`config.mk`:
```
export PLATFORM = sky130hd
export DESIGN_NAME = wfc_watchdog
export DESIGN_NICKNAME = d
export VERILOG_FILES = /design/src/wfc_pkg.sv /design/src/wfc_trig_qual.sv /design/src/wfc_watchdog.sv
export SDC_FILE = /design/constraint.sdc
export NUM_CORES = 1
export LEC_CHECK = 0
export BUFFER_PORTS_ARGS = -buffer_cell sky130_fd_sc_hd__buf_4
export CAP_MARGIN = 10
export CORE_ASPECT_RATIO = 1.25
export CORE_UTILIZATION = 54
export CTS_CLUSTER_DIAMETER = 60
export DETAILED_ROUTE_END_ITERATION = 8
export PLACE_DENSITY = 0.81
export SYNTH_ARGS = -nofsm -noshare
export SYNTH_HDL_FRONTEND = slang
export SYNTH_SLANG_ARGS = --single-unit
```
`constraint.sdc`:
```
create_clock -name core_clk -period 7.9 [get_ports core_clk]
set_clock_uncertainty 0.15 [all_clocks]
set_input_delay 0.395 -clock core_clk [delete_from_list [all_inputs] [get_ports core_clk]]
set_output_delay 0.395 -clock core_clk [all_outputs]
set_load 0.01 [all_outputs]
```
`src/wfc_pkg.sv`:
```
// constants and types shared by the watchdog fail counter design
package wfc_pkg;
  // clock and timing
  localparam int CLK_PERIOD_NS = 10;
  localparam int TICK_NS = 550_000;
  localparam int TICK_CYCLES = TICK_NS / CLK_PERIOD_NS;
  localparam int TRIG_PULSE_NS = 32_000;
  localparam int TRIG_PULSE_CYCLES = (TRIG_PULSE_NS + CLK_PERIOD_NS - 1) / CLK_PERIOD_NS;
  localparam int RESET_HOLD_NS = 2_000_000;
  localparam int RESET_HOLD_CYCLES = RESET_HOLD_NS / CLK_PERIOD_NS;

  // register byte addresses
  localparam logic [4:0] ADDR_CTRL = 5'h00;
  localparam logic [4:0] ADDR_SFC = 5'h04;
  localparam logic [4:0] ADDR_WIN1 = 5'h08;
  localparam logic [4:0] ADDR_WIN2 = 5'h0c;
  localparam logic [4:0] ADDR_STATUS = 5'h10;
  localparam logic [4:0] ADDR_MASK = 5'h14;
  localparam logic [4:0] ADDR_STATE = 5'h18;
  localparam logic [4:0] ADDR_ANSWER = 5'h1c;

  // control register fields
  localparam int P_DRV_EN = 0;
  localparam int P_GO_ACTIVE = 1;
  // safety_function_config fields
  localparam int P_RST_EN = 3;
  localparam int P_QA_MODE = 5;
  // wdg_status_reg fields, mask uses the same layout
  localparam int P_EARLY = 0;
  localparam int P_TIMEOUT = 1;
  localparam int P_BAD = 2;
  localparam int P_RESET = 3;
  localparam int STATUS_W = 4;
  // state register fields
  localparam int P_FAIL_LSB = 0;
  localparam int P_IN_RANGE = 3;
  localparam int P_DEV_LSB = 4;
  localparam int P_WIN_OPEN = 6;
  // answer register field
  localparam int P_ANS_OK = 0;

  // window configuration
  localparam int WIN1_W = 7;
  localparam int WIN2_W = 5;
  localparam logic [WIN1_W-1:0] WIN1_DEFAULT = 7'h05;
  localparam logic [WIN2_W-1:0] WIN2_DEFAULT = 5'h03;

  // fail counter values
  localparam logic [2:0] FAIL_MAX = 3'h7;
  localparam logic [2:0] FAIL_OUT = 3'h5;
  localparam logic [2:0] FAIL_INIT = 3'h5;

  typedef enum logic [1:0] {
    DEV_RESET,
    DEV_DIAG,
    DEV_ACTIVE
  } wfc_dev_type;
endpackage

```
`src/wfc_trig_qual.sv`:
```
// trigger deglitch: qualifies a high pulse at least as long as the pulse time
`timescale 1ns/1ps
module wfc_trig_qual (
  input wire logic core_clk,
  input wire logic rst_n,
  input wire logic trig_in,
  output logic trig_pulse
);
  typedef struct packed {
    logic prev;
    logic [11:0] high_cnt;
    logic pulse;
  } wfc_qual_type;

  wfc_qual_type s_ff;
  wfc_qual_type nxt_s;

  // count high time, fire on falling edge only when long enough
  always_comb begin
    nxt_s = s_ff;
    nxt_s.prev = trig_in;
    nxt_s.pulse = 1'b0;
    if (trig_in && !s_ff.prev) begin
      nxt_s.high_cnt = 12'h001;
    end else if (trig_in && s_ff.high_cnt < 12'(wfc_pkg::TRIG_PULSE_CYCLES)) begin
      nxt_s.high_cnt = s_ff.high_cnt + 12'h001;
    end
    if (!trig_in && s_ff.prev) begin
      nxt_s.pulse = (s_ff.high_cnt >= 12'(wfc_pkg::TRIG_PULSE_CYCLES));
      nxt_s.high_cnt = 12'h000;
    end
  end

  // state register
  always_ff @(posedge core_clk or negedge rst_n) begin
    if (!rst_n) begin
      s_ff <= '0;
    end else begin
      s_ff <= nxt_s;
    end
  end

  assign trig_pulse = s_ff.pulse;
endmodule

```
`src/wfc_watchdog.sv`:
```
// watchdog fail counter, window sequence, device state and register slave
// Operation
// - good event lowers fail count by one, never below zero.
// - bad event raises fail count by one, saturating at seven.
// - time-out raises fail count, saturating at seven, and sets timeout flag.
// - fail count five or more forces driver enable low.
// - fail count four or less releases driver enable, gated by control bit.
// - fail count updates the same whatever the reset enable bit.
// - fail count loaded with five entering diagnostic and entering active.
// - at seven with reset enable, next bad or time-out enters reset.
// - entering reset reloads fail count with five.
// - setting reset enable while count is seven enters reset at once.
// - after reset the watchdog runs in trigger mode.
// - trigger in closed window is bad, restarts sequence, sets early flag.
// - trigger in open window is good and restarts sequence.
// - trigger is a high pulse of at least 32 us, shorter ones rejected.
// - any window config write restarts sequence and raises fail count.
//
// Design decisions made here: register access over Avalon-MM and the address map.
`timescale 1ns/1ps
module wfc_watchdog #(
  parameter int TICK_CYCLES = wfc_pkg::TICK_CYCLES,
  parameter int RESET_HOLD_CYCLES = wfc_pkg::RESET_HOLD_CYCLES
) (
  input wire logic core_clk,
  input wire logic rst_n,
  input wire logic [4:0] avs_address,
  input wire logic avs_read,
  input wire logic avs_write,
  input wire logic [31:0] avs_writedata,
  input wire logic [3:0] avs_byteenable,
  output logic [31:0] avs_readdata,
  output logic avs_waitrequest,
  input wire logic trigger_input,
  input wire logic other_error_in,
  output logic driver_enable_out,
  output logic mcu_reset_out,
  output logic irq_out
);
  typedef struct packed {
    wfc_pkg::wfc_dev_type st;
    logic [17:0] hold_cnt;
    logic [16:0] tick_cnt;
    logic win_open;
    logic [6:0] win_cnt;
    logic [2:0] fail;
    logic pend_up;
    logic pend_dn;
    logic rst_en_prev;
    logic drv_bit;
    logic rst_en;
    logic qa_mode;
    logic [wfc_pkg::WIN1_W-1:0] win1;
    logic [wfc_pkg::WIN2_W-1:0] win2;
    logic [wfc_pkg::STATUS_W-1:0] status;
    logic [wfc_pkg::STATUS_W-1:0] mask;
    logic ack;
    logic [31:0] rdata;
    logic drv_out;
    logic mcu_reset_out_out;
    logic irq;
  } wfc_state_type;

  wfc_state_type s_ff;
  wfc_state_type nxt_s;

  logic trig_pulse;
  logic tick;
  logic wr;
  logic wr_lo;
  logic wr_win;
  logic ev_in;
  logic ev_ok;
  logic ev_good;
  logic ev_up;
  logic ev_early;
  logic ev_tout;
  logic go_reset;
  logic up;
  logic dn;
  logic [31:0] rd;
  logic [wfc_pkg::STATUS_W-1:0] st_set;
  logic [wfc_pkg::STATUS_W-1:0] st_clr;

  // qualified trigger pulses from the processor pin
  wfc_trig_qual u_qual (
    .core_clk(core_clk),
    .rst_n(rst_n),
    .trig_in(trigger_input),
    .trig_pulse(trig_pulse)
  );

  // read value of the addressed register
  always_comb begin
    rd = 32'h0;
    case (avs_address)
      wfc_pkg::ADDR_CTRL: rd[wfc_pkg::P_DRV_EN] = s_ff.drv_bit;
      wfc_pkg::ADDR_SFC: begin
        rd[wfc_pkg::P_RST_EN] = s_ff.rst_en;
        rd[wfc_pkg::P_QA_MODE] = s_ff.qa_mode;
      end
      wfc_pkg::ADDR_WIN1: rd[wfc_pkg::WIN1_W-1:0] = s_ff.win1;
      wfc_pkg::ADDR_WIN2: rd[wfc_pkg::WIN2_W-1:0] = s_ff.win2;
      wfc_pkg::ADDR_STATUS: rd[wfc_pkg::STATUS_W-1:0] = s_ff.status;
      wfc_pkg::ADDR_MASK: rd[wfc_pkg::STATUS_W-1:0] = s_ff.mask;
      wfc_pkg::ADDR_STATE: begin
        rd[wfc_pkg::P_FAIL_LSB +: 3] = s_ff.fail;
        rd[wfc_pkg::P_IN_RANGE] = (s_ff.fail < wfc_pkg::FAIL_OUT);
        rd[wfc_pkg::P_DEV_LSB +: 2] = s_ff.st;
        rd[wfc_pkg::P_WIN_OPEN] = s_ff.win_open;
      end
      default: rd = 32'h0;
    endcase
  end

  // next-state logic of the whole block
  always_comb begin
    nxt_s = s_ff;
    tick = 1'b0;
    ev_good = 1'b0;
    ev_up = 1'b0;
    ev_early = 1'b0;
    ev_tout = 1'b0;
    go_reset = 1'b0;
    st_set = '0;
    st_clr = '0;
    up = 1'b0;
    dn = 1'b0;

    // bus handshake: one wait cycle, then the access completes
    nxt_s.ack = (avs_read | avs_write) & ~s_ff.ack;
    wr = avs_write & s_ff.ack;
    wr_lo = wr & avs_byteenable[0];
    wr_win = wr && (avs_address == wfc_pkg::ADDR_WIN1 || avs_address == wfc_pkg::ADDR_WIN2);
    if (avs_read && !s_ff.ack) begin
      nxt_s.rdata = rd;
    end

    // answer write in answer mode, trigger pulse otherwise
    ev_in = s_ff.qa_mode ? (wr_lo && avs_address == wfc_pkg::ADDR_ANSWER) : trig_pulse;
    ev_ok = s_ff.qa_mode ? avs_writedata[wfc_pkg::P_ANS_OK] : 1'b1;

    // watchdog time step
    if (s_ff.tick_cnt >= 17'(TICK_CYCLES - 1)) begin
      nxt_s.tick_cnt = 17'h0;
      tick = 1'b1;
    end else begin
      nxt_s.tick_cnt = s_ff.tick_cnt + 17'h1;
    end

    // register writes
    if (wr_lo) begin
      case (avs_address)
        wfc_pkg::ADDR_CTRL: begin
          nxt_s.drv_bit = avs_writedata[wfc_pkg::P_DRV_EN];
          if (avs_writedata[wfc_pkg::P_GO_ACTIVE] && s_ff.st == wfc_pkg::DEV_DIAG) begin
            nxt_s.st = wfc_pkg::DEV_ACTIVE;
          end
        end
        wfc_pkg::ADDR_SFC: begin
          nxt_s.rst_en = avs_writedata[wfc_pkg::P_RST_EN];
          if (s_ff.st == wfc_pkg::DEV_DIAG) begin
            nxt_s.qa_mode = avs_writedata[wfc_pkg::P_QA_MODE];
          end
        end
        wfc_pkg::ADDR_WIN1: begin
          if (s_ff.st == wfc_pkg::DEV_DIAG) begin
            nxt_s.win1 = avs_writedata[wfc_pkg::WIN1_W-1:0];
          end
        end
        wfc_pkg::ADDR_WIN2: begin
          if (s_ff.st == wfc_pkg::DEV_DIAG) begin
            nxt_s.win2 = avs_writedata[wfc_pkg::WIN2_W-1:0];
          end
        end
        wfc_pkg::ADDR_STATUS: st_clr = avs_writedata[wfc_pkg::STATUS_W-1:0];
        wfc_pkg::ADDR_MASK: nxt_s.mask = avs_writedata[wfc_pkg::STATUS_W-1:0];
        default: ;
      endcase
    end

    // window sequence and event classification
    if (s_ff.st != wfc_pkg::DEV_RESET) begin
      if (wr_win) begin
        ev_up = 1'b1;
        nxt_s.win_open = 1'b0;
        nxt_s.win_cnt = 7'h0;
      end else if (ev_in) begin
        if (!s_ff.win_open || !ev_ok) begin
          ev_up = 1'b1;
          ev_early = !s_ff.win_open;
        end else begin
          ev_good = 1'b1;
        end
        nxt_s.win_open = 1'b0;
        nxt_s.win_cnt = 7'h0;
      end else if (tick) begin
        if (!s_ff.win_open) begin
          if (s_ff.win_cnt + 7'h1 >= s_ff.win1) begin
            nxt_s.win_open = 1'b1;
            nxt_s.win_cnt = 7'h0;
          end else begin
            nxt_s.win_cnt = s_ff.win_cnt + 7'h1;
          end
        end else if (s_ff.win_cnt >= {2'b00, s_ff.win2}) begin
          ev_tout = 1'b1;
          nxt_s.win_open = 1'b0;
          nxt_s.win_cnt = 7'h0;
        end else begin
          nxt_s.win_cnt = s_ff.win_cnt + 7'h1;
        end
      end
    end
    // status bits raised by this cycle's events
    st_set[wfc_pkg::P_EARLY] = ev_early;
    st_set[wfc_pkg::P_TIMEOUT] = ev_tout;
    st_set[wfc_pkg::P_BAD] = ev_up;

    // events wait for the next tick, one step per tick, raise wins
    up = s_ff.pend_up | ev_up | ev_tout;
    dn = s_ff.pend_dn | ev_good;
    if (tick) begin
      nxt_s.pend_up = 1'b0;
      nxt_s.pend_dn = 1'b0;
      if (up) begin
        if (s_ff.fail == wfc_pkg::FAIL_MAX) begin
          go_reset = s_ff.rst_en;
        end else begin
          nxt_s.fail = s_ff.fail + 3'h1;
        end
      end else if (dn && s_ff.fail != 3'h0) begin
        nxt_s.fail = s_ff.fail - 3'h1;
      end
    end else begin
      nxt_s.pend_up = up;
      nxt_s.pend_dn = dn;
    end

    // reset enable turned on while already saturated
    nxt_s.rst_en_prev = s_ff.rst_en;
    if (s_ff.rst_en && !s_ff.rst_en_prev && s_ff.fail == wfc_pkg::FAIL_MAX) begin
      go_reset = 1'b1;
    end

    // device state transitions
    if (s_ff.st == wfc_pkg::DEV_RESET) begin
      nxt_s.pend_up = 1'b0;
      nxt_s.pend_dn = 1'b0;
      if (s_ff.hold_cnt >= 18'(RESET_HOLD_CYCLES - 1)) begin
        nxt_s.st = wfc_pkg::DEV_DIAG;
        nxt_s.fail = wfc_pkg::FAIL_INIT;
        nxt_s.qa_mode = 1'b0;
        nxt_s.win1 = wfc_pkg::WIN1_DEFAULT;
        nxt_s.win2 = wfc_pkg::WIN2_DEFAULT;
        nxt_s.win_open = 1'b0;
        nxt_s.win_cnt = 7'h0;
      end else begin
        nxt_s.hold_cnt = s_ff.hold_cnt + 18'h1;
      end
    end else if (go_reset) begin
      nxt_s.st = wfc_pkg::DEV_RESET;
      nxt_s.fail = wfc_pkg::FAIL_INIT;
      nxt_s.hold_cnt = 18'h0;
      nxt_s.pend_up = 1'b0;
      nxt_s.pend_dn = 1'b0;
      st_set[wfc_pkg::P_RESET] = 1'b1;
    end else if (nxt_s.st == wfc_pkg::DEV_ACTIVE && s_ff.st == wfc_pkg::DEV_DIAG) begin
      nxt_s.fail = wfc_pkg::FAIL_INIT;
    end

    // sticky status, a set in the clearing cycle survives
    nxt_s.status = (s_ff.status & ~st_clr) | st_set;

    // registered outputs
    nxt_s.drv_out = s_ff.drv_bit && !other_error_in && (nxt_s.fail < wfc_pkg::FAIL_OUT)
                    && nxt_s.st != wfc_pkg::DEV_RESET;
    nxt_s.mcu_reset_out_out = (nxt_s.st != wfc_pkg::DEV_RESET);
    nxt_s.irq = |(nxt_s.status & nxt_s.mask);
  end

  // state register, device starts in reset
  always_ff @(posedge core_clk or negedge rst_n) begin
    if (!rst_n) begin
      s_ff <= '0;
      s_ff.st <= wfc_pkg::DEV_RESET;
      s_ff.fail <= wfc_pkg::FAIL_INIT;
      s_ff.win1 <= wfc_pkg::WIN1_DEFAULT;
      s_ff.win2 <= wfc_pkg::WIN2_DEFAULT;
    end else begin
      s_ff <= nxt_s;
    end
  end

  // waitrequest from the bus request and ack, read data and outputs straight from the state register
  assign avs_waitrequest = (avs_read | avs_write) & ~s_ff.ack;
  assign avs_readdata = s_ff.rdata;
  assign driver_enable_out = s_ff.drv_out;
  assign mcu_reset_out = s_ff.mcu_reset_out_out;
  assign irq_out = s_ff.irq;
endmodule

```
# --- Word-level counts from Yosys, hierarchy flattened ---
# Cells that the tools add are included.
word_totals:
  ff_bits: 99
  latch_bits: 0
  ram_bits: 0
  mem_bits_ro: 0
  input_bits: 47
  out_inout_bits: 36
  wordCells: 172
  mem_count: 0
classes:
  n_addsub: 6
  multipliers: 0
  div: 0
  magnitude_cmp: 8
  n_eq_ne: 11
  n_shift: 0
  mux: 77
  bitwise_logic: 12
  reduce_logical: 34
ops:
  columns: ["operator", "n"]
  rows:
  - ["$mux 13", 4]
  - ["$mux 8", 6]
  - ["$mux 20", 2]
  - ["$mux 1", 31]
  - ["$mux 7", 4]
  - ["$mux 12", 2]
  - ["$eq 5x5->1 const B", 4]
  - ["$add 18x1->18 const B", 1]
  - ["$ge 18x18->1 const B", 1]
  - ["$mux 18", 1]
  - ["$mux 3", 6]
  - ["$add 17x1->17 const B", 1]
  - ["$ge 17x16->1 const B", 1]
  - ["$mux 17", 1]
  - ["$mux 4", 4]
  - ["$mux 5", 3]
  - ["$logic_and 1x1->1", 14]
  - ["$add 12x1->12 const B", 1]
  - ["$ge 12x12->1 const B", 1]
  - ["$lt 12x12->1 const B", 1]
  - ["$mux 2", 6]
  - ["$pmux 1 s6", 2]
  - ["$mux 11", 1]
  - ["$eq 5x4->1 const B", 2]
  - ["28 further kinds", 48]

# --- Depth between registers and ports, before layout ---
depth:
  depth_word: 18
  depth_mapped: 11
  mapped_depth_nobuf: 10

# --- By module ---
# A second synthesis with hierarchy kept.
unflattened:
  cells_unflattened: 624
  hier_area_um2: 5739.3
by_module_without_submodules:
  columns: ["mod", "instances", "cells_each", "area_per_inst_um2", "seq_area_each_um2"]
  rows:
  - ["wfc_watchdog", 1, 546, 4979.8, 2134.5]
  - ["wfc_trig_qual", 1, 78, 759.5, 350.3]

# --- Worst setup path before layout ---
# No wires, ideal clock.
synth_path:
  path_kind: "register to register"
  start: "register s_ff[78] (netlist name)"
  end: "register s_ff[63] (netlist name)"
  t_arrival_ns: 2.347
  t_required_ns: 7.626
  setup_slack_ns: 5.280
  path_stages_with_launch: 10
  period_less_slack_ns: 2.620
  cell_sequence: "dfrtp_1 -> or4b_1 -> nor4b_1 -> nor4_1 -> o31a_1 -> buf_2 -> o21ai_2 -> nor2_1 -> mux2i_1 -> o31a_1"
synth_lines:
  columns: ["item", "line", "text"]
  rows:
  - ["start, declared", "wfc_watchdog.sv:64", "wfc_state_type s_ff;"]
  - ["start signal, assigned", "wfc_watchdog.sv:290", "s_ff <= nxt_s;"]

# --- Worst setup path in the final report ---
layout_path:
  start: "register s_ff[105] (netlist name)"
  end: "register s_ff[106] (netlist name)"
layout_via:
  elab_chain_len: 3
  word_cells_on_any_way: 6
  cone_classes: "add/sub (1); order compare (1); eq/ne (1); mux (2); reduce/logical (1)"
layout_rtl:
  columns: ["item", "line"]
  rows:
  - ["$add 18x1->18 / $ge 18x18->1 (equally long branches)", "wfc_watchdog.sv:258, wfc_watchdog.sv:249"]
  - ["$mux 18 / $ne 2x2->1 (equally long branches)", null]
  - ["$mux 20 / $reduce_and 2->1 (equally long branches)", null]
# Parallel ways exist; a longest one is shown, timed or not. The select of a mux whose other input is x is not followed.
# A chain may end at the register's enable or synchronous reset.

==> reports/summary.txt <==
CORE AREA -> 10,300 sq um
Grt met1 use -> 0.295
Power per cell area -> 262 nW/um^2
Distinct cells, synth -> 66
Crit path capture -> s_ff[106]
Die footprint -> 11,200 sq um
Tmin final -> 3.23 ns
Status -> completed
Clk sinks -> 99
Vias in the first global route -> 4,548
GPL Wtd Cong -> 0.887
Final Hold Fails -> 0
Met2 Usage GRT -> 0.410
GR Overflow Total -> 0
Pin count of the biggest net entering global routing -> 74
Drt drc -> 0
Clk_lat worst skew -> 0.35 ns
HP Start -> trigger_input
DRT Wirelength -> 12,800 um
Total global-route track usage -> 0.242
Post-cts resize count -> 0
ANT cells -> 0
Setup-failing EPs final -> 0
Max-slew violations -> 0
Sw power -> 0.587 mW
Critical Path AT -> 3.35 ns
Synth Flop Type -> dfrtp_1
Placed Cells -> 774
Fmax -> 310 MHz
Fin cells -> 791
Buffers on Ports -> 29
R2R Path Start -> s_ff[105]
EDFF count, synth -> 0
Crit. End Element -> flip-flop
Worst Setup SP -> s_ff[105]
Rows -> 41
DR pass1 iterations -> 5
CTS Buf Count -> 9
Post-Syn Area per Cell -> 9.07 sq um
Reg power frac -> 0.417
Slew HR -> 0.270
Leakage -> 2.90 nW
R2R depth -> 7
Initial antenna violation count -> 0
Clock transition at path regs -> 0.07 ns
DRT iter0 DRCs -> 281
Nets -> 724
Synth top area share -> 0.401
# Max-Cap Violations -> 0
CTS tree -> yes
Async SR Flop Fraction -> 1.00
Final ANT Viol Nets -> 0
Setup crit start kind -> flip-flop
Synth warn -> 0
Clk buf depth -> 2
Die Span X -> 94.7 um
Final HPWL DP -> 9150 um
Die Span Y -> 118 um
Yosys top cell by area -> dfrtp_1
Highest-count cells in the layout ignoring fill and taps -> 93 x dfrtp_1, 74 x nand2_1, 70 x nor2_1
Maximum VDD drop -> 131 uV
Area delta synth->final -> 8.41%
Critical path type -> flip-flop to flip-flop
CP max FO -> 17
First-pass GRT wire length -> 21,400 um
Sw frac -> 0.357
Met3 usage -> 0.0304
Fillers -> 807
Avg WL per Cell -> 16.1 um
Worst Hold Class -> primary input to flip-flop
Register Area -> 2480 sq um
Hold slack final -> 0.0614 ns
Period Utilization, post-route -> 0.409
RSZ-0062 raised after global routing -> false
Final TNS setup -> 0 ns
Seq/Total Area, Yosys -> 0.428
Reg-to-reg endpoint -> s_ff[106]
H-tree depth -> 3
Vias -> 4,761
Cells after Synth -> 640
Comb pwr share -> 0.292
Multi-input gate area -> 2980 sq um
Effective utilization at floorplan -> 0.565
Layout cells sized above 1 -> 0.113
Via density -> 6.02
Clk Tree Root Cell -> clkbuf_16
Post-Synthesis Cell Area -> 5800 sq um
Internal -> 1.06 mW
Synth area leaders -> dfrtp_1 40%, o21ai_0 4.8%, nand2_1 4.8%
Clk pwr share -> 0.291
Post-CTS Repair Setup Buffers -> 0
Worst reg2reg setup slack -> 4.67 ns
Hold Buf Count CTS -> 1
Top-level I/O count -> 83
Worst-margin pin slew -> 1.09 ns
#FFs+latches synth -> 99
Most common cell after layout, fill and taps aside -> dfrtp_1
Gr busiest metal -> met2
CP required -> 8.02 ns
-- sequential cells by signal, summed over array words and instances, names as in the netlist --
signal / count
nxt_s: 1
mcu_reset_out: 1
irq_out: 1
u_qual.trig_pulse: 1
u_qual.s_ff: 13
driver_enable_out: 1
s_ff: 74
avs_readdata: 7
-- metal layers --
layer,routed length [um],vias to the layer above,part of all wire
met3,641,30,0.050
met2,6400,166,0.50
li1,-,2247,-
met4,503,0,0.039
met1,5210,2318,0.41
met5,0,-,0
-- synthesized netlist by cell type (all sizes together) (2+ instances only) --
library cell / number
a211oi: 3
a31o: 4
nor4: 4
ha: 20
or3: 8
mux2: 7
o211ai: 2
nor2b: 3
xor2: 13
and2: 7
nand3b: 2
nor3: 8
xnor2: 7
inv: 25
a21oi: 30
a22o: 3
clkbuf: 10
o221ai: 2
a22oi: 2
o21bai: 2
a21o: 6
o21a: 6
or2: 2
mux2i: 21
a31oi: 9
nand2b: 8
nand2: 74
o31ai: 5
nand4: 9
and3: 20
nor2: 71
dfstp: 6
dfrtp: 93
o31a: 2
buf: 41
a32oi: 2
nor4b: 2
nand3: 16
o21ai: 59
nor3b: 2
a32o: 7
-- area by class of cell --
cell class,count,area share
flip-flops and latches,99,0.395
multi-input cells,490,0.474
repair buffers,32,0.0386
clock inverters,6,0.0151
clock buffers,10,0.0364
well taps,129,0.0257
inverters,25,0.0149
-- through the flow --
| stage | total power, mW | setup WS (ns) | instance area, sq um | util |
|---|---|---|---|---|
| finish | 1.65 | 4.67 | 6290 | 0.613 |
| global route | 1.74 | 4.53 | 6290 | 0.613 |
| CTS | 1.65 | 4.69 | 6290 | 0.613 |
| detailed placement | 1.16 | 4.78 | 5960 | 0.580 |
| global placement | 1.14 | 4.87 | 5960 | 0.580 |
| floorplan | 1.04 | 5.28 | 5900 | - |
-- cells by family after synthesis --
group,synth area share
other,0.000646
AND/OR/NAND/NOR,0.198
adder cells (fa/ha/maj),0.0431
XOR/XNOR,0.0302
AO/OA/AOI/OAI,0.176
buffers and inverters,0.0738
flip-flops,0.428
multiplexers,0.0498
-- power by group through the flow --
stage	clock network, mW	registers [mW]	logic, mW
after floorplan	0	0.663	0.372
after global placement	0	0.687	0.451
after detailed placement	0	0.692	0.473
after CTS	0.486	0.682	0.478
after global routing	0.507	0.697	0.539
final	0.479	0.687	0.480
-- how the worst min path moves through the flow --
stage / end / slack, ns / cells past startpoint
after floorplan: avs_readdata[0] / -0.05 / 0
after global placement: s_ff[50] / 0.17 / 1
after detailed placement: s_ff[50] / 0.17 / 1
after CTS: u_qual.s_ff[13] / 0.05 / 1
after global routing: u_qual.s_ff[13] / 0.05 / 1
final: u_qual.s_ff[13] / 0.06 / 1
-- critical path, stage by stage, from the launching register on --
cell	delay [ns]
dfrtp_1	0.42
or4_1	0.59
a311oi_1	0.28
or3_1	0.42
and2_1	0.65
nand3_1	0.16
or3_1	0.33
a21oi_1	0.15
Power figures use the tool's default switching activity.
